<file path="config.mk">
export PLATFORM = sky130hd
export DESIGN_NAME = mtg_timing_unit
export DESIGN_NICKNAME = d
export VERILOG_FILES = /design/src/mtg_pkg.sv /design/src/mtg_met_counter.sv /design/src/mtg_timing_unit.sv
export VERILOG_INCLUDE_DIRS = /design/src /design/src/src
export SDC_FILE = /design/constraint.sdc
export NUM_CORES = 1
export LEC_CHECK = 0
export BUFFER_PORTS_ARGS = -buffer_cell sky130_fd_sc_hd__buf_2
export CORE_MARGIN = 2
export CORE_UTILIZATION = 35
export DETAILED_ROUTE_END_ITERATION = 7
export SETUP_SLACK_MARGIN = 0.2
export SLEW_MARGIN = 10
export SYNTH_ARGS = -nofsm -noshare
export SYNTH_HDL_FRONTEND = slang
export SYNTH_SLANG_ARGS = --single-unit
</file>
<file path="constraint.sdc">
create_clock -name sys_clk -period 3.3 [get_ports sys_clk]
set_clock_uncertainty 0.1 [all_clocks]
set_input_delay 0.66 -clock sys_clk [delete_from_list [all_inputs] [get_ports sys_clk]]
set_output_delay 0.66 -clock sys_clk [all_outputs]
set_load 0.005 [all_outputs]
</file>
<file path="src/mtg_consts.svh">
// Constants for the mission timing generator: clock rates, divide ratios and limits.
// Assumes it is included by every design file that needs a count or a limit.
//
// Summary of operation
// RULE1 - Locked mode slaves the internal timebase to each guidance computer sync pulse.
// RULE2 - On missing sync, switch to own oscillator with no time jump or gap.
// RULE3 - Keep elapsed time as BCD day, hour, minute and second fields for telemetry.
// RULE4 - Drive a 512 kHz square wave to the telemetry encoder and premod processor.
// RULE5 - Drive a 6.4 kHz square wave to the three power inverters.
// RULE6 - Encoder takes bit clock and frame sync, falling back on its own reference.
// RULE7 - Also give 1 pps frame sync, 10 pps timer, 10 minute pulse, 25-bit code.
`ifndef MTG_CONSTS_SVH
`define MTG_CONSTS_SVH

`define MTG_SYS_CLK_MHZ 125
`define MTG_SYNC_KHZ 1024
`define MTG_SYNC_HZ (`MTG_SYNC_KHZ * 1000)
`define MTG_NOM_PERIOD ((`MTG_SYS_CLK_MHZ * 1000) / `MTG_SYNC_KHZ)
`define MTG_PERIOD_TOL 4
`define MTG_RELOCK_PULSES 8
`define MTG_INV_HZ 6400
`define MTG_EVENT_HZ 10
`define MTG_FRAME_HZ 1
`define MTG_HALF_6K4 (`MTG_SYNC_HZ / (2 * `MTG_INV_HZ))
`define MTG_HALF_10CPS (`MTG_SYNC_HZ / (2 * `MTG_EVENT_HZ))
`define MTG_HALF_1CPS (`MTG_SYNC_HZ / (2 * `MTG_FRAME_HZ))
`define MTG_DAY_MAX 4'h9
`define MTG_MET_RESET 36'h0

`endif

</file>
<file path="src/mtg_pkg.sv">
// Types shared by the mission timing generator modules.
// Assumes nothing beyond a SystemVerilog compiler.
package mtg_pkg;

  typedef enum logic [1:0] {
    MTG_HOLDOVER,
    MTG_LOCKED
  } mtg_mode_t;

  typedef struct packed {
    logic [3:0] day_h;
    logic [3:0] day_t;
    logic [3:0] day_u;
    logic [3:0] hr_t;
    logic [3:0] hr_u;
    logic [3:0] min_t;
    logic [3:0] min_u;
    logic [3:0] sec_t;
    logic [3:0] sec_u;
  } mtg_met_t;

  typedef struct packed {
    logic sq_512k;
    logic sq_6k4;
    logic sq_10;
    logic sq_1;
  } mtg_wave_t;

endpackage

</file>
<file path="src/mtg_met_counter.sv">
// Elapsed time counter in BCD days, hours, minutes and seconds.
// Assumes sec_tick is a one-cycle pulse once per second from the timebase.
`include "mtg_consts.svh"

module mtg_met_counter (
  input wire logic sys_clk,
  input wire logic sys_rst,
  input wire logic sec_tick,
  input wire logic load,
  input wire mtg_pkg::mtg_met_t load_value,
  output mtg_pkg::mtg_met_t met,
  output logic ten_min_pulse
);
  import mtg_pkg::*;

  mtg_met_t met_q, met_d;
  logic ten_q, ten_d;

  function automatic logic [4:0] bcd_step(input logic [3:0] dig, input logic [3:0] top,
                                          input logic en);
    logic [4:0] r;
    r = {1'b0, dig};
    if (en) begin
      if (dig >= top) begin
        r = {1'b1, 4'h0};
      end else begin
        r = {1'b0, dig + 4'h1};
      end
    end
    return r;
  endfunction

  always_comb begin
    logic [4:0] s;
    logic c;
    logic hr_wrap;
    s = 5'h00;
    c = 1'b0;
    hr_wrap = 1'b0;
    met_d = met_q;
    ten_d = 1'b0;
    if (load) begin
      met_d = load_value;
    end else if (sec_tick) begin
      s = bcd_step(met_q.sec_u, 4'h9, 1'b1); met_d.sec_u = s[3:0]; c = s[4]; // [RULE3]
      s = bcd_step(met_q.sec_t, 4'h5, c); met_d.sec_t = s[3:0]; c = s[4];
      s = bcd_step(met_q.min_u, 4'h9, c); met_d.min_u = s[3:0]; c = s[4];
      // Every roll of the minute units digit from 9 marks ten whole minutes.
      ten_d = c; // [RULE7]
      s = bcd_step(met_q.min_t, 4'h5, c); met_d.min_t = s[3:0]; c = s[4];
      hr_wrap = c && (met_q.hr_t == 4'h2) && (met_q.hr_u == 4'h3);
      if (hr_wrap) begin
        met_d.hr_t = 4'h0;
        met_d.hr_u = 4'h0;
      end else begin
        s = bcd_step(met_q.hr_u, 4'h9, c); met_d.hr_u = s[3:0];
        if (s[4]) begin
          met_d.hr_t = met_q.hr_t + 4'h1;
        end
      end
      s = bcd_step(met_q.day_u, 4'h9, hr_wrap); met_d.day_u = s[3:0]; c = s[4];
      s = bcd_step(met_q.day_t, 4'h9, c); met_d.day_t = s[3:0]; c = s[4];
      s = bcd_step(met_q.day_h, `MTG_DAY_MAX, c); met_d.day_h = s[3:0];
    end
  end

  always_ff @(posedge sys_clk) begin
    if (sys_rst) begin
      met_q <= `MTG_MET_RESET;
      ten_q <= 1'b0;
    end else begin
      met_q <= met_d;
      ten_q <= ten_d;
    end
  end

  assign met = met_q;
  assign ten_min_pulse = ten_q;
endmodule

</file>
<file path="src/mtg_timing_unit.sv">
// Mission timing unit: sync-locked timebase, square-wave dividers and time codes.
// Assumes the guidance computer sync pulse is a one-cycle pulse synchronous to sys_clk.
`include "mtg_consts.svh"

module mtg_timing_unit #(
  parameter int HALF_10CPS = `MTG_HALF_10CPS,
  parameter int HALF_1CPS = `MTG_HALF_1CPS,
  parameter int DIV_W = 20
) (
  input wire logic sys_clk,
  input wire logic sys_rst,
  input wire logic guidance_computer_sync,
  input wire logic met_load,
  input wire mtg_pkg::mtg_met_t met_load_value,
  output mtg_pkg::mtg_wave_t waves,
  output logic frame_sync_pulse,
  output logic ten_min_pulse,
  output logic [24:0] time_code,
  output mtg_pkg::mtg_met_t elapsed_time_count,
  output logic on_own_osc
);
  import mtg_pkg::*;

  localparam logic [7:0] NOM = 8'(`MTG_NOM_PERIOD);
  localparam logic [7:0] TOL = 8'(`MTG_PERIOD_TOL);
  localparam logic [3:0] RELOCK = 4'(`MTG_RELOCK_PULSES);
  localparam int MAX_GAP = 2 * `MTG_NOM_PERIOD + 3 * `MTG_PERIOD_TOL;
  localparam int HALFS [3] = '{`MTG_HALF_6K4, HALF_10CPS, HALF_1CPS};

  mtg_mode_t mode_q, mode_d;
  logic [7:0] cnt_q, cnt_d;
  logic [7:0] since_q, since_d;
  logic [7:0] period_q, period_d;
  logic [3:0] good_q, good_d;
  logic tick;
  logic sq512_q, sq512_d;
  logic frame_q, frame_d;
  logic [24:0] code_q, code_d;
  logic [2:0] div_sq;
  logic [2:0] div_wrap;

  function automatic logic in_window(input logic [7:0] ival);
    return (ival >= NOM - TOL) && (ival <= NOM + TOL);
  endfunction

  // Timebase. The 1024 kHz tick follows the sync pulse while locked and the
  // local count otherwise; the local period is the last measured good interval,
  // so the changeover keeps the same rate and no tick is ever skipped.
  always_comb begin
    logic [7:0] cnt_inc;
    logic [7:0] ival;
    cnt_inc = (cnt_q == 8'hFF) ? cnt_q : cnt_q + 8'h01;
    ival = (since_q == 8'hFF) ? since_q : since_q + 8'h01;
    mode_d = mode_q;
    cnt_d = cnt_inc;
    since_d = ival;
    period_d = period_q;
    good_d = good_q;
    tick = 1'b0;
    if (guidance_computer_sync) begin
      since_d = 8'h00;
    end
    case (mode_q)
      MTG_LOCKED: begin
        if (guidance_computer_sync) begin
          tick = 1'b1; // [RULE1]
          cnt_d = 8'h00;
          if (in_window(ival)) begin
            period_d = ival;
          end
        end else if (cnt_inc >= period_q + TOL) begin
          // The missing pulse is replaced by a local tick TOL cycles after it was due. [RULE2]
          tick = 1'b1;
          cnt_d = 8'h00;
          mode_d = MTG_HOLDOVER;
          good_d = 4'h0;
        end
      end
      MTG_HOLDOVER: begin
        if (cnt_inc >= period_q) begin
          tick = 1'b1; // [RULE2]
          cnt_d = 8'h00;
        end
        if (guidance_computer_sync) begin
          if (in_window(ival)) begin
            good_d = (good_q == RELOCK) ? good_q : good_q + 4'h1;
          end else begin
            good_d = 4'h0;
          end
          if (in_window(ival) && good_q + 4'h1 >= RELOCK) begin
            // Realign on the pulse; a pulse close behind a local tick only
            // restarts the count, which stretches one period but never doubles.
            mode_d = MTG_LOCKED; // [RULE1]
            period_d = ival;
            cnt_d = 8'h00;
            tick = (cnt_inc >= (period_q >> 1));
          end
        end
      end
      default: begin
        mode_d = MTG_HOLDOVER;
      end
    endcase
  end

  always_ff @(posedge sys_clk) begin
    if (sys_rst) begin
      mode_q <= MTG_HOLDOVER;
      cnt_q <= 8'h00;
      since_q <= 8'h00;
      period_q <= NOM;
      good_q <= 4'h0;
    end else begin
      mode_q <= mode_d;
      cnt_q <= cnt_d;
      since_q <= since_d;
      period_q <= period_d;
      good_q <= good_d;
    end
  end

  // Half the sync rate for the encoder clock and the emergency key tone.
  always_comb begin
    sq512_d = tick ? ~sq512_q : sq512_q; // [RULE4]
  end

  always_ff @(posedge sys_clk) begin
    if (sys_rst) begin
      sq512_q <= 1'b0;
    end else begin
      sq512_q <= sq512_d;
    end
  end

  // Dividers for the inverter, event timer and frame rates, all off the tick.
  genvar g;
  generate
    for (g = 0; g < 3; g++) begin : g_div
      logic [DIV_W-1:0] dcnt_q, dcnt_d;
      logic dsq_q, dsq_d;
      logic wrap;
      always_comb begin
        dcnt_d = dcnt_q;
        dsq_d = dsq_q;
        wrap = 1'b0;
        if (tick) begin
          if (dcnt_q == DIV_W'(HALFS[g] - 1)) begin
            dcnt_d = '0;
            dsq_d = ~dsq_q; // [RULE5] [RULE7]
            wrap = 1'b1;
          end else begin
            dcnt_d = dcnt_q + 1'b1;
          end
        end
      end
      always_ff @(posedge sys_clk) begin
        if (sys_rst) begin
          dcnt_q <= '0;
          dsq_q <= 1'b0;
        end else begin
          dcnt_q <= dcnt_d;
          dsq_q <= dsq_d;
        end
      end
      assign div_sq[g] = dsq_q;
      assign div_wrap[g] = wrap;
    end
  endgenerate

  // Frame sync and the binary seconds code step on each rising edge of 1 pps.
  always_comb begin
    frame_d = div_wrap[2] & ~div_sq[2]; // [RULE7]
    code_d = frame_d ? code_q + 25'h0000001 : code_q;
  end

  always_ff @(posedge sys_clk) begin
    if (sys_rst) begin
      frame_q <= 1'b0;
      code_q <= 25'h0000000;
    end else begin
      frame_q <= frame_d;
      code_q <= code_d;
    end
  end

  mtg_met_counter u_met (
    .sys_clk(sys_clk),
    .sys_rst(sys_rst),
    .sec_tick(frame_d),
    .load(met_load),
    .load_value(met_load_value),
    .met(elapsed_time_count),
    .ten_min_pulse(ten_min_pulse)
  );

  assign waves = '{sq_512k: sq512_q, sq_6k4: div_sq[0], sq_10: div_sq[1], sq_1: div_sq[2]};
  assign frame_sync_pulse = frame_q;
  assign time_code = code_q;
  assign on_own_osc = (mode_q != MTG_LOCKED);

  // Helper: cycles since the last tick, for the gap check.
  logic [8:0] gap_q;
  always_ff @(posedge sys_clk) begin
    if (sys_rst || tick) begin
      gap_q <= 9'h000;
    end else if (gap_q != 9'h1FF) begin
      gap_q <= gap_q + 9'h001;
    end
  end
endmodule

</file>
# After elaboration in Yosys (flattened, before gate mapping)
# Index checks and enable logic that the tools add are counted.
op_classes:
  addsub: 17
  reduce_logical: 31
  n_lt_le_gt_ge: 14
  n_bitwise: 6
  n_eq_ne: 17
  n_mux: 69
ops:
  columns: ["cell", "n"]
  rows:
  - ["2-to-1 mux 5 bit", 28]
  - ["2-to-1 mux 8 bit", 12]
  - ["2-to-1 mux 36 bit", 2]
  - ["adder 20 x 1 -> 20 bit, second input constant", 3]
  - ["2-to-1 mux 20 bit", 3]
  - ["adder 4 x 1 -> 4 bit, second input constant", 10]
  - ["2-to-1 mux 4 bit", 8]
  - ["case mux 8 bit (2 select lines)", 2]
  - ["greater-or-equal comparator 4 bit, second input constant", 7]
  - ["adder 25 x 1 -> 25 bit, second input constant", 1]
  - ["AND reduction 2 bit", 11]
  - ["== test 20 x 16 -> 1 bit, second input constant", 1]
  - ["== test 20 x 19 -> 1 bit, second input constant", 1]
  - ["== test 20 x 7 -> 1 bit, second input constant", 1]
  - ["adder 8 x 1 -> 8 bit, second input constant", 2]
  - ["== test 8 bit, second input constant", 2]
  - ["greater-or-equal comparator 8 bit", 2]
  - ["nonzero test 2 bit", 8]
  - ["!= test 2 bit, second input constant", 6]
  - ["AND reduction 5 bit", 2]
  - ["adder 8 x 3 -> 8 bit, second input constant", 1]
  - ["== test 4 x 2 -> 1 bit, second input constant", 2]
  - ["greater-or-equal comparator 4 x 3 -> 1 bit, second input constant", 2]
  - ["greater-or-equal comparator 8 x 7 -> 1 bit", 1]
  - ["19 further kinds", 36]
word_totals:
  in_bits: 40
  wordCells: 178
  out_inout_bits: 68
  ff_bits: 157

# Longest topological paths before layout
# Gate-level depths: netlist of the first run.
logic_depth:
  depth_word: 32
  ltp_mapped: 20
  ltp_nobuf: 17

# By module
# From an unflattened synthesis of the first run, not the netlist that was laid out.
unflattened:
  cells_unflattened: 1102
  area_unflattened_um2: 9160.0
by_module_without_submodules:
  columns: ["module", "cells_each", "n_inst", "seq_area_each_um2", "area_per_inst_um2"]
  rows:
  - ["mtg_timing_unit", 803, 1, 2382.3, 6628.9]
  - ["mtg_met_counter", 299, 1, 740.7, 2531.2]

# Worst setup path after synthesis of the first run
# Ideal clock, no wire load.
synth_path:
  kind: "register to register"
  from: "reg cnt_q[0]"
  to: "reg g_div[0].dcnt_q[2]"
  stages_incl_launch_ff: 18
  setup_ns: 0.128
  t_required_ns: 3.072
  t_arrival_ns: 3.390
  period_less_slack_ns: 3.618
  slack_ns: -0.318
  path_buffers: 3
  cell_sequence: "dfxtp_1 > ha_1 > nand2_1 > nor2_1 > nand3_1 > nand4_1 > xnor2_1 > ha_1 > a21o_1 > a2111oi_0 > nand4_1 > a21o_1 > buf_6 > buf_4 > buf_2 > nand2_1 > xor2_1 > nor2_1"
synth_between:
  elab_chain_cells: 7
  elab_cells_between_ends: 12
  cone_classes: "add/sub: 1; order compare: 3; eq/ne: 1; mux: 7"
synth_rtl:
  columns: ["element", "line", "text"]
  rows:
  - ["from (decl)", "mtg_timing_unit.sv:31", "logic [7:0] cnt_q, cnt_d;"]
  - ["from (signal assigned)", "mtg_timing_unit.sv:115", "cnt_q <= cnt_d;"]
  - ["adder 8 x 1 -> 8 bit / == test 8 bit (equally long branches)", "mtg_timing_unit.sv:52", "cnt_inc = (cnt_q == 8'hFF) ? cnt_q : cnt_q + 8'h01;"]
  - ["2-to-1 mux 8 bit (*)", "mtg_timing_unit.sv:52", null]
  - ["greater-or-equal comparator 8 bit", "mtg_timing_unit.sv:80", "if (cnt_inc >= period_q) begin"]
  - ["2-to-1 mux 1 bit", "mtg_timing_unit.sv:80", null]
  - ["2-to-1 mux 1 bit", "mtg_timing_unit.sv:90", "if (in_window(ival) && good_q + 4'h1 >= RELOCK) begin"]
  - ["2-to-1 mux 1 bit", "mtg_timing_unit.sv:84", "if (guidance_computer_sync) begin"]
  - ["case mux 1 bit (2 select lines) (*)", "mtg_timing_unit.sv:63", "case (mode_q)"]
  - ["to (signal assigned)", "mtg_timing_unit.sv:161", "dcnt_q <= dcnt_d;"]
  - ["to (decl)", "mtg_timing_unit.sv:139", "logic [DIV_W-1:0] dcnt_q, dcnt_d;"]
# Every way passes the cells marked *; elsewhere a longest branch is shown, timed or not.
# A chain may end at the register's enable or synchronous reset.

# Final worst setup path of the first run
layout_path:
  from: "reg cnt_q[1]"
  to: "reg g_div[1].dcnt_q[5]"
layout_between:
  elab_chain_cells: 7
  elab_cells_between_ends: 12
  cone_classes: "add/sub: 1; order compare: 3; eq/ne: 1; mux: 7"
layout_rtl:
  columns: ["element", "line"]
  rows:
  - ["adder 8 x 1 -> 8 bit / == test 8 bit (equally long branches)", "mtg_timing_unit.sv:52"]
  - ["2-to-1 mux 8 bit (*)", "mtg_timing_unit.sv:52"]
  - ["greater-or-equal comparator 8 bit", "mtg_timing_unit.sv:80"]
  - ["2-to-1 mux 1 bit", "mtg_timing_unit.sv:80"]
  - ["2-to-1 mux 1 bit", "mtg_timing_unit.sv:90"]
  - ["2-to-1 mux 1 bit", "mtg_timing_unit.sv:84"]
  - ["case mux 1 bit (2 select lines) (*)", "mtg_timing_unit.sv:63"]
  - ["to (signal assigned)", "mtg_timing_unit.sv:161"]
  - ["to (decl)", "mtg_timing_unit.sv:139"]
# Marked as above.

==> flow_summary.json, run 1 <==
{
  "core_um2": 24400,
  "power.internal_uw": 3150,
  "cp_max_fo": 8,
  "whs_ns": 0.369,
  "ant_nets": 0,
  "start_util": 0.359,
  "setup_ws_ns": -0.283,
  "path_buf_inv": 3,
  "grt-ovfl-total": 0,
  "route.detailed.drc": 0,
  "synth_top_cell_area_share": 0.357,
  "max_freq_ghz": 0.279,
  "crit_path_top_delay_cell": "or4_4",
  "p_per_area_nw_per_um2": 365,
  "ys_types": 73,
  "async_flop_share": 0,
  "root_buffer": "clkbuf_16",
  "p_leak_uw": 0.00468,
  "antenna_found_initial": 0,
  "dr.pass1.iters": 8,
  "violations": "setup timing",
  "yosysWarnings": 0,
  "rsz0062_at_grt": "true",
  "crit_arrival_ns": 3.81,
  "synth_top_cell_by_area": "dfxtp_1",
  "die_area_um2": 26300,
  "cts_buffers": 17,
  "post-route-period-util": 1.09,
  "drtIter0Drc": 535,
  "synth_flop_cell": "dfxtp_1",
  "syn_inst": 1065,
  "via_per_inst": 5.29,
  "wl_per_cell_um": 16.0,
  "nets": 1340,
  "setup_tns_ns": -18.03,
  "hp-class": "in -> reg",
  "place_hpwl_um": 16800,
  "end_kind": "flop",
  "num_io_pins": 108,
  "clk-insertion-delay-late_ns": 0.44,
  "post_synth.cell_area_avg_um2": 8.21,
  "critPathRequiredTime_ns": 3.52,
  "yosysSeqAreaShare": 0.357,
  "slew_headroom": 0.430,
  "rows": 57,
  "area_growth_syn_to_layout_pct": 34.9,
  "path_clk_slew_ns": 0.07,
  "syn_nets": 1163,
  "grt_pass1_vias": 7802,
  "ir_worst_vdd_uv": 261,
  "die_y_um": 162,
  "gp_congestion": 0.865,
  "portBuffers": 107,
  "multiInputGateArea_um2": 5900,
  "combinationalPowerShare": 0.080,
  "path_class": "reg -> reg",
  "postCtsHoldBufs": 0,
  "clkPwrFrac": 0.463,
  "regArea_um2": 3130,
  "cts_sinks": 156,
  "ys_seq_elements": 156,
  "worstMarginPinSlew_ns": 0.849,
  "dieWidth_um": 162,
  "status": "finished with violations",
  "totalWireLength_um": 25300,
  "ys_top_cells_by_area": "dfxtp_1 (36%), ha_1 (8.3%), xnor2_1 (6.4%)",
  "setup_violations": 125,
  "cts_buffer_depth": 2,
  "gr-usage-all-layers": 0.185,
  "path_cells": "ha_4, nand2_4, nor2_4, nand3_4, mux2_4, ha_1, a21boi_2, o21ai_1, a21o_1, nand4_1, a21oi_4, buf_12, buf_12, or4_4, nand2_8, clkbuf_16, nor2_1",
  "p_sw_uw": 1160,
  "drive_gt1_frac": 0.275,
  "grt_pass1_wl_um": 39800,
  "final_cell_mix": "dfxtp_1 (154), nor2_1 (136), buf_2 (106), nand2_1 (82), xnor2_1 (59)",
  "pwr-share-seq": 0.457,
  "drv_slew": 0,
  "grt_start_max_net_pins": 52,
  "h-tree-depth": 4,
  "slowest_delay_ns": 0.58,
  "cts_tree": "built",
  "nFillCells": 2358,
  "cap_violations": 0,
  "syn-cell-area_um2": 8750,
  "crit_top_cell": "buf_12",
  "hold_viol": 0,
  "synth-edff-count": 0,
  "dr_total_vias": 8363,
  "start_kind": "flop",
  "crit_family": "simple AND/OR/NAND/NOR gates",
  "min_period_ns": 3.58,
  "switching_share": 0.268,
  "final_common_cell": "dfxtp_1"
}
final cells by class:
| type | instances | share of cell area |
|---|---|---|
| timing repair buffer | 199 | 0.132 |
| inverter | 53 | 0.0169 |
| clock buffer | 17 | 0.0360 |
| sequential | 156 | 0.265 |
| clock inverter | 15 | 0.0148 |
| multi-input combinational | 815 | 0.500 |
| antenna | 1 | 0.000212 |
| tap | 324 | 0.0344 |
routing by layer:
layer / up-vias / track usage / wire [µm]
li1: 4153 / - / -
met1: 3976 / 0.252 / 11700
met2: 196 / 0.299 / 11700
met3: 38 / 0.0373 / 1340
met4: 0 / 0.0523 / 564
met5: - / 0 / 0
sequential cells by signal, summed over array words and instances, names as in the netlist:
register,flops
g_div.dcnt_q,60
sq512_q,1
good_q,4
u_met.met,36
cnt_q,8
since_q,8
mode_q,1
period_q,8
time_code,25
frame_sync_pulse,1
g_div.dsq_q,3
u_met.ten_min_pulse,1
metrics by stage:
stage | cells | setup slack, ns | instance area (µm²) | utilization | power [µW]
2_1_floorplan | 1065 | 0.0222 | 8930 | - | 2170
4_1_cts | 1556 | -0.202 | 11100 | 0.454 | 4320
6_report | 1580 | -0.283 | 11800 | 0.484 | 4310
3_3_place_gp | 1510 | -0.172 | 10100 | 0.414 | 2300
5_1_grt | 1579 | -0.391 | 11800 | 0.484 | 4470
3_5_place_dp | 1510 | -0.211 | 10100 | 0.414 | 2310
power by group through the flow:
stage | combinational (µW) | clock (µW) | sequential (µW)
floorplan | 176 | 0 | 2000
global placement | 297 | 0 | 2010
detailed placement | 301 | 0 | 2010
CTS | 312 | 2040 | 1960
global route | 384 | 2110 | 1970
finish | 346 | 1990 | 1970
synthesized netlist by cell type (3+ instances only):
library cell,n
o211a_1,3
nand3b_1,4
nand4b_1,3
inv_1,51
o22ai_1,4
buf_4,5
nand2b_1,6
nand2_1,94
nor3b_1,7
o211ai_1,3
clkbuf_1,25
a41oi_1,3
a311oi_1,6
a211oi_1,13
and3_1,15
nor3_1,44
nor2b_1,9
a221o_1,3
buf_2,14
dfxtp_1,156
xnor2_1,64
xor2_1,24
nor4_1,28
a21oi_1,38
nand4_1,21
a21o_1,9
a221oi_1,8
and2_1,5
o21ai_0,29
mux2i_1,9
nor4b_1,13
or3_1,15
ha_1,58
nand3_1,57
nor2_1,148
a31oi_1,10
o31ai_1,5
a32oi_1,4
and4_1,9
path summary, 6_finish.rpt:
check                                  startpoint                              end  slack (ns)  cells after the start
setup reg to reg              cnt_q[1]$_SDFF_PP0_  g_div[1].dcnt_q[5]$_SDFFE_PP0P_       -0.28                     17
setup / recovery              cnt_q[1]$_SDFF_PP0_  g_div[1].dcnt_q[5]$_SDFFE_PP0P_       -0.28                     17
hold / removal                 met_load_value[20]       u_met.met[20]$_SDFFE_PP0P_        0.37                      2
hold reg to reg   g_div[2].dcnt_q[1]$_SDFFE_PP0P_  g_div[2].dcnt_q[1]$_SDFFE_PP0P_        0.40                      2
cells by family (layout without fill, tap and decap cells):
logic type / after synthesis / count (layout) / synth area share
AND/OR/NAND/NOR: 491 / 496 / 0.283
AO/OA/AOI/OAI: 161 / 161 / 0.126
flip-flops: 156 / 156 / 0.357
buffers and inverters: 99 / 284 / 0.0484
XOR/XNOR: 88 / 88 / 0.0881
adder cells (fa/ha/maj): 58 / 58 / 0.0830
multiplexers: 12 / 12 / 0.0142
other: 0 / 1 / 0
what timing repair did:
item,4_1_cts,5_1_grt
gates cloned,5,10
pin swaps,29,39
buffers inserted,9,13
gates resized for setup,56,96
setup endpoints to repair,139,139
(Power assumes the default switching activity.)
==> run 2: changes to the inputs <==
--- a/config.mk
+++ b/config.mk
@@ -6,10 +6,12 @@
 export SDC_FILE = /design/constraint.sdc
 export NUM_CORES = 1
 export LEC_CHECK = 0
+export ABC_AREA = 1
 export BUFFER_PORTS_ARGS = -buffer_cell sky130_fd_sc_hd__buf_2
 export CORE_MARGIN = 2
 export CORE_UTILIZATION = 35
 export DETAILED_ROUTE_END_ITERATION = 7
+export RECOVER_POWER = 50
 export SETUP_SLACK_MARGIN = 0.2
 export SLEW_MARGIN = 10
 export SYNTH_ARGS = -nofsm -noshare
==> run 2 against run 1 <==
Compared with the run above:
- the run still ends with setup timing left
- register-to-register slack better by 0.19 ns
- critical path depth is 5 higher
- sequential share of layout area is 3.1 points lower
- worst hold slack better by 0.0083 ns
- largest cell class unchanged
- die area is 13% higher
- via count is 20% higher
- non-clock buffer count is 10 lower
- flip-flop and latch count stayed put
- utilization is 0.58 points lower
==> flow_summary.json, run 2 <==
{
  "status": "finished with violations",
  "violations": "setup timing",
  "postCtsHoldBufs": 0,
  "whs_ns": 0.377,
  "synth_commonest_cells": "nand2_1 (306), inv_1 (169), dfxtp_1 (156)",
  "grt_pass1_vias": 9333,
  "synth_flop_cell": "dfxtp_1",
  "p_leak_uw": 0.00528,
  "min_period_ns": 3.40,
  "portBuffers": 107,
  "start_kind": "flop",
  "area_growth_syn_to_layout_pct": 34.4,
  "final_cell_mix": "nand2_1 (255), inv_1 (159), dfxtp_1 (154), nor2_1 (120), buf_2 (87)",
  "cap_violations": 0,
  "reg2reg_from": "cnt_q[1]$_SDFF_PP0_",
  "grt_pass1_wl_um": 44200,
  "setup_tns_ns": -4.04,
  "path_clk_slew_ns": 0.07,
  "crit_arrival_ns": 3.63,
  "synth_top_cell_by_area": "dfxtp_1",
  "synth-edff-count": 0,
  "totalWireLength_um": 28000,
  "yosysSeqAreaShare": 0.315,
  "cp_max_fo": 8,
  "num_io_pins": 108,
  "syn_inst": 1436,
  "ys_seq_elements": 156,
  "holdCritStartpoint": "g_div[0].dsq_q$_SDFFE_PP0P_",
  "drive_gt1_frac": 0.277,
  "post-route-period-util": 1.03,
  "grt-ovfl-total": 0,
  "async_flop_share": 0,
  "root_buffer": "clkbuf_16",
  "dp.cells": 1924,
  "largest-register": "g_div.dcnt_q",
  "hold_viol": 0,
  "slowest_delay_ns": 0.36,
  "post_synth.cell_area_avg_um2": 6.90,
  "wl_per_cell_um": 14.1,
  "syn_nets": 1534,
  "h-tree-depth": 4,
  "rsz0062_at_grt": "true",
  "cts_sinks": 156,
  "max_freq_ghz": 0.295,
  "die_y_um": 172,
  "path_cells": "ha_4, nand3_2, nor2_2, nand2_2, nor2_4, buf_6, buf_6, xor2_4, buf_4, ha_2, nand2_1, nor2_1, nand2_1, o2111ai_4, o21ai_4, buf_6, nand2_8, buf_6, nand2_8, nand2_8, buf_4, a211oi_2",
  "synth_top_cell_area_share": 0.315,
  "critPathRequiredTime_ns": 3.54,
  "min_path_cells": 2,
  "via_per_inst": 5.02,
  "dieWidth_um": 172,
  "setup_violations": 88,
  "cts_tree": "built",
  "ant_nets": 0,
  "largest_register_ffs": 60,
  "ir_worst_vdd_uv": 366,
  "ys_types": 55,
  "r2r_setup_slack_ns": -0.1,
  "route.detailed.drc": 0,
  "cts_buffers": 17,
  "start_util": 0.356,
  "crit_path_top_delay_cell": "dfxtp_2",
  "nFillCells": 2711,
  "hp-class": "reg -> reg",
  "antenna_found_initial": 0,
  "p_per_area_nw_per_um2": 335,
  "path_class": "reg -> reg",
  "drv_slew": 0,
  "rows": 61,
  "dr.pass1.iters": 5,
  "grt_start_max_net_pins": 62,
  "setup_ws_ns": -0.0953,
  "worstMarginPinSlew_ns": 1.31,
  "slew_headroom": 0.121,
  "diodes": 0,
  "place_hpwl_um": 18500,
  "cts_buffer_depth": 2,
  "die_area_um2": 29700,
  "synth_most_common_cell": "nand2_1",
  "crit_top_cell": "buf_6",
  "drtIter0Drc": 557,
  "yosysWarnings": 0,
  "worstReg2RegEnd": "g_div[0].dcnt_q[1]$_SDFFE_PP0P_",
  "gp_congestion": 0.905,
  "rr_worst_depth": 22,
  "clk-insertion-delay-late_ns": 0.43,
  "syn-cell-area_um2": 9910,
  "end_kind": "flop",
  "core_um2": 27900,
  "whs_endpoint": "g_div[0].dsq_q$_SDFFE_PP0P_",
  "final_common_cell": "nand2_1",
  "dr_total_vias": 10000,
  "stdcell_count": 1996,
  "gr-usage-all-layers": 0.181,
  "nets": 1703,
  "ys_top_cells_by_area": "dfxtp_1 (32%), nand2_1 (12%), ha_1 (7.3%)"
}
run 2: cell count changes in the layout (fill, tap and decap cells not counted), moves of 19 or more:
cell      delta
a21oi_2     +39
buf_2       -19
inv_1      +108
clkbuf_1    +20
nand3_2     +28
a21oi_1     +61
nand3_1     +24
xnor2_1     -33
nand2_1    +173
nand2_2     +34
run 2: critical path, delay by kind of cell, from the launching register on:
kind | cells | cell delay (ns)
adders and majority gates | 2 | 0.40
AOI/OAI and AO/OA | 3 | 0.54
buffers and inverters | 6 | 0.83
DFF | 1 | 0.36
and+or+nand+nor | 10 | 0.88
xor gates and xnor gates | 1 | 0.19
run 2: worst max-delay path by stage:
stage	cells past startpoint	to	from
global placement	21	u_met.met[13]$_SDFFE_PP0P_	cnt_q[0]$_SDFF_PP0_
CTS	30	u_met.met[13]$_SDFFE_PP0P_	cnt_q[1]$_SDFF_PP0_
floorplan	21	time_code[16]$_SDFFE_PP0P_	cnt_q[0]$_SDFF_PP0_
finish	22	g_div[0].dcnt_q[1]$_SDFFE_PP0P_	cnt_q[1]$_SDFF_PP0_
detailed placement	21	u_met.met[13]$_SDFFE_PP0P_	cnt_q[0]$_SDFF_PP0_
global route	29	u_met.met[35]$_SDFFE_PP0P_	cnt_q[1]$_SDFF_PP0_
run 2: logic make-up after synthesis:
kind of cell    synth area share
xor+xnor                  0.0574
fa+ha+maj                 0.0732
buf+inv                   0.0906
simple gates               0.336
flops                      0.315
compound gates             0.128
run 2: final cells by class:
class | count | area (µm²) | share of cell area
Sequential cell | 156 | 3130 | 0.235
Timing Repair Buffer | 189 | 1420 | 0.106
Multi-Input combinational cell | 1066 | 6960 | 0.523
Inverter | 172 | 687 | 0.0516
Timing Repair inverter | 3 | 42.5 | 0.00319
Clock buffer | 18 | 429 | 0.0322
Tap cell | 378 | 473 | 0.0355
Clock inverter | 14 | 184 | 0.0138
run 2: routing by layer:
layer / up-vias / track usage / wire length (µm)
met5: - / 0 / 0
met4: 0 / 0.0471 / 394
met3: 37 / 0.0398 / 1440
li1: 5104 / - / -
met1: 4623 / 0.239 / 12700
met2: 264 / 0.299 / 13500
run 2: where the power goes:
group	leakage [µW]	internal, µW	switching, µW
registers	0.00127	1920	44.1
logic	0.00373	172	239
clock network	0.000286	1210	879
total	0.00528	3300	1160
run 2: through the flow:
stage	total power [µW]	setup slack, ns	util	area [µm²]
after floorplan	2220	0.206	-	9920
after CTS	4460	-0.101	0.444	12400
after detailed placement	2350	-0.159	0.399	11100
after global placement	2340	-0.0521	0.399	11100
final	4460	-0.0953	0.478	13300
after global routing	4650	-0.319	0.478	13300
run 2: what timing repair did:
item | in CTS | in global routing
setup endpoints to repair | 131 | 139
cloned | 3 | 9
setup buffers | 12 | 16
pin swaps | 22 | 48
gates resized for setup | 106 | 179
==> run 3: changes to the inputs <==
==> constraint.sdc (replaced) <==
create_clock -name sys_clk -period 3.3 [get_ports sys_clk]
set_clock_uncertainty 0.1 [all_clocks]
set_input_delay 0.66 -clock sys_clk [delete_from_list [all_inputs] [get_ports sys_clk]]
set_output_delay 0.66 -clock sys_clk [all_outputs]
set_load 0.02 [all_outputs]
==> run 3 against run 2 <==
Compared with the run above:
- the flow now finishes without violations
- largest cell class unchanged
- final cell count decreased by 0.65%
- sequential power about the same
- non-clock buffer count is 11 lower
- maximum frequency up 3.6%
- flip-flop and latch count is the same
- clock power is 5% lower
- global-route usage is 0.99 points higher
- critical endpoint is now time_code[21]$_SDFFE_PP0P_
- register-to-register slack better by 0.12 ns
- worst hold slack improved by 0.0066 ns
- die area is the same
==> flow_summary.json, run 3 (synthesis results as in run 2) <==
{
  "dieWidth_um": 172,
  "min_period_ns": 3.28,
  "totalWireLength_um": 27700,
  "worstMarginPinSlew_ns": 1.28,
  "cts_sinks": 156,
  "final_cell_mix": "nand2_1 (256), inv_1 (163), dfxtp_1 (154), nor2_1 (123), buf_2 (92)",
  "crit_top_cell": "a21oi_2",
  "portBuffers": 107,
  "hp-class": "reg -> reg",
  "rows": 61,
  "antenna_found_initial": 0,
  "p_sw_uw": 1150,
  "clkPwrFrac": 0.450,
  "start_util": 0.356,
  "grt_pass1_vias": 9748,
  "drtIter0Drc": 624,
  "place_hpwl_um": 18700,
  "setup_violations": 0,
  "area_growth_syn_to_layout_pct": 31.2,
  "route.detailed.drc": 0,
  "die_area_um2": 29700,
  "status": "finished clean",
  "pwr-share-seq": 0.447,
  "crit_family": "simple AND/OR/NAND/NOR gates",
  "largest_register_ffs": 60,
  "final_common_cell": "nand2_1",
  "largest-register": "g_div.dcnt_q",
  "power.internal_uw": 3240,
  "drv_slew": 0,
  "clk-insertion-delay-late_ns": 0.43,
  "nets": 1691,
  "critPathRequiredTime_ns": 3.46,
  "ant_nets": 0,
  "via_per_inst": 5.08,
  "crit_path_top_delay_cell": "dfxtp_2",
  "gp_congestion": 0.881,
  "diodes": 0,
  "drive_gt1_frac": 0.279,
  "ir_worst_vdd_uv": 292,
  "final_cell_area_um2": 13000,
  "postCtsHoldBufs": 0,
  "start_kind": "flop",
  "grt_pass1_wl_um": 46500,
  "power_uw": 4400,
  "cts_tree": "built",
  "dpl_cell_area_um2": 11100,
  "cp_max_fo": 11,
  "cts_buffer_depth": 2,
  "h-tree-depth": 4,
  "num_io_pins": 108,
  "crit_arrival_ns": 3.44,
  "switching_share": 0.263,
  "grt_start_max_net_pins": 45,
  "root_buffer": "clkbuf_16",
  "die_y_um": 172,
  "cts_buffers": 17,
  "grt-ovfl-total": 0,
  "gr-usage-all-layers": 0.191,
  "wl_per_cell_um": 13.9,
  "p_per_area_nw_per_um2": 338,
  "path_cells": "ha_4, nand3_4, nor2_4, nand2_2, nor2_4, buf_6, nor3_2, a21oi_2, ha_1, a21oi_2, o21ai_1, nand2_1, o2111ai_4, o21ai_4, nand2_8, nand3_4, buf_12, clkinv_8, nand2_2, a21oi_2",
  "core_um2": 27900,
  "path_buf_inv": 3,
  "max_freq_ghz": 0.305,
  "slowest_delay_ns": 0.35,
  "dr_total_vias": 10100,
  "end_kind": "flop",
  "post-route-period-util": 0.994,
  "path_clk_slew_ns": 0.06,
  "path_class": "reg -> reg",
  "slew_headroom": 0.145,
  "dr.pass1.iters": 5,
  "cap_violations": 0,
  "hold_viol": 0,
  "p_leak_uw": 0.00513,
  "rsz0062_at_grt": "true",
  "combinationalPowerShare": 0.104
}
[run 3: layout make-up]
class | count | area, µm²
timing repair inverter | 2 | 32.5
timing repair buffer | 178 | 1230
clock buffer | 21 | 460
clock inverter | 10 | 118
fill | 2752 | 14900
sequential | 156 | 3130
tap | 378 | 473
inverter | 172 | 682
multi-input combinational | 1066 | 6890
[run 3: power by group through the flow]
| stage | Clock [µW] | Sequential, µW | Combinational (µW) |
|---|---|---|---|
| final | 1980 | 1960 | 456 |
| after global placement | 0 | 2000 | 373 |
| after global routing | 2110 | 1970 | 507 |
| after floorplan | 0 | 2030 | 221 |
| after detailed placement | 0 | 2000 | 376 |
| after CTS | 2020 | 1960 | 444 |
[run 3: stage by stage]
| stage | TNS [ns] | worst slack [ns] | cells | utilization | hold slack (ns) |
|---|---|---|---|---|---|
| 2_1_floorplan | 0 | 0.222 | 1436 | - | 0.324 |
| 3_3_place_gp | -0.0467 | -0.0138 | 1927 | 0.398 | 0.360 |
| 3_5_place_dp | -4.08 | -0.127 | 1927 | 0.398 | 0.360 |
| 4_1_cts | -0.0821 | -0.0171 | 1981 | 0.460 | 0.381 |
| 5_1_grt | -14.85 | -0.223 | 1983 | 0.467 | 0.407 |
| 6_report | 0 | 0.0213 | 1983 | 0.467 | 0.384 |
[run 3: path summary, 6_finish.rpt]
check	startpoint	end	slack (ns)	depth (start not counted)
setup / recovery	cnt_q[0]$_SDFF_PP0_	time_code[21]$_SDFFE_PP0P_	0.02	20
hold / removal	sq512_q$_SDFFE_PP0P_	sq512_q$_SDFFE_PP0P_	0.38	1
setup reg to reg	cnt_q[0]$_SDFF_PP0_	time_code[21]$_SDFFE_PP0P_	0.02	20
hold reg to reg	sq512_q$_SDFFE_PP0P_	sq512_q$_SDFFE_PP0P_	0.38	1
[run 3: layer usage]
metal,track usage,wire (µm),part of all wire,vias up
li1,-,-,-,5075
met5,0,0,0,-
met1,0.247,12700,0.46,4695
met3,0.0373,1310,0.047,34
met4,0.0519,410,0.015,0
met2,0.324,13200,0.48,267
[run 3: timing repair]
action	CTS	global route
gates resized for setup	221	46
pin swaps	56	22
endpoints found under the setup margin	127	139
buffers inserted	16	2
cloned	7	0
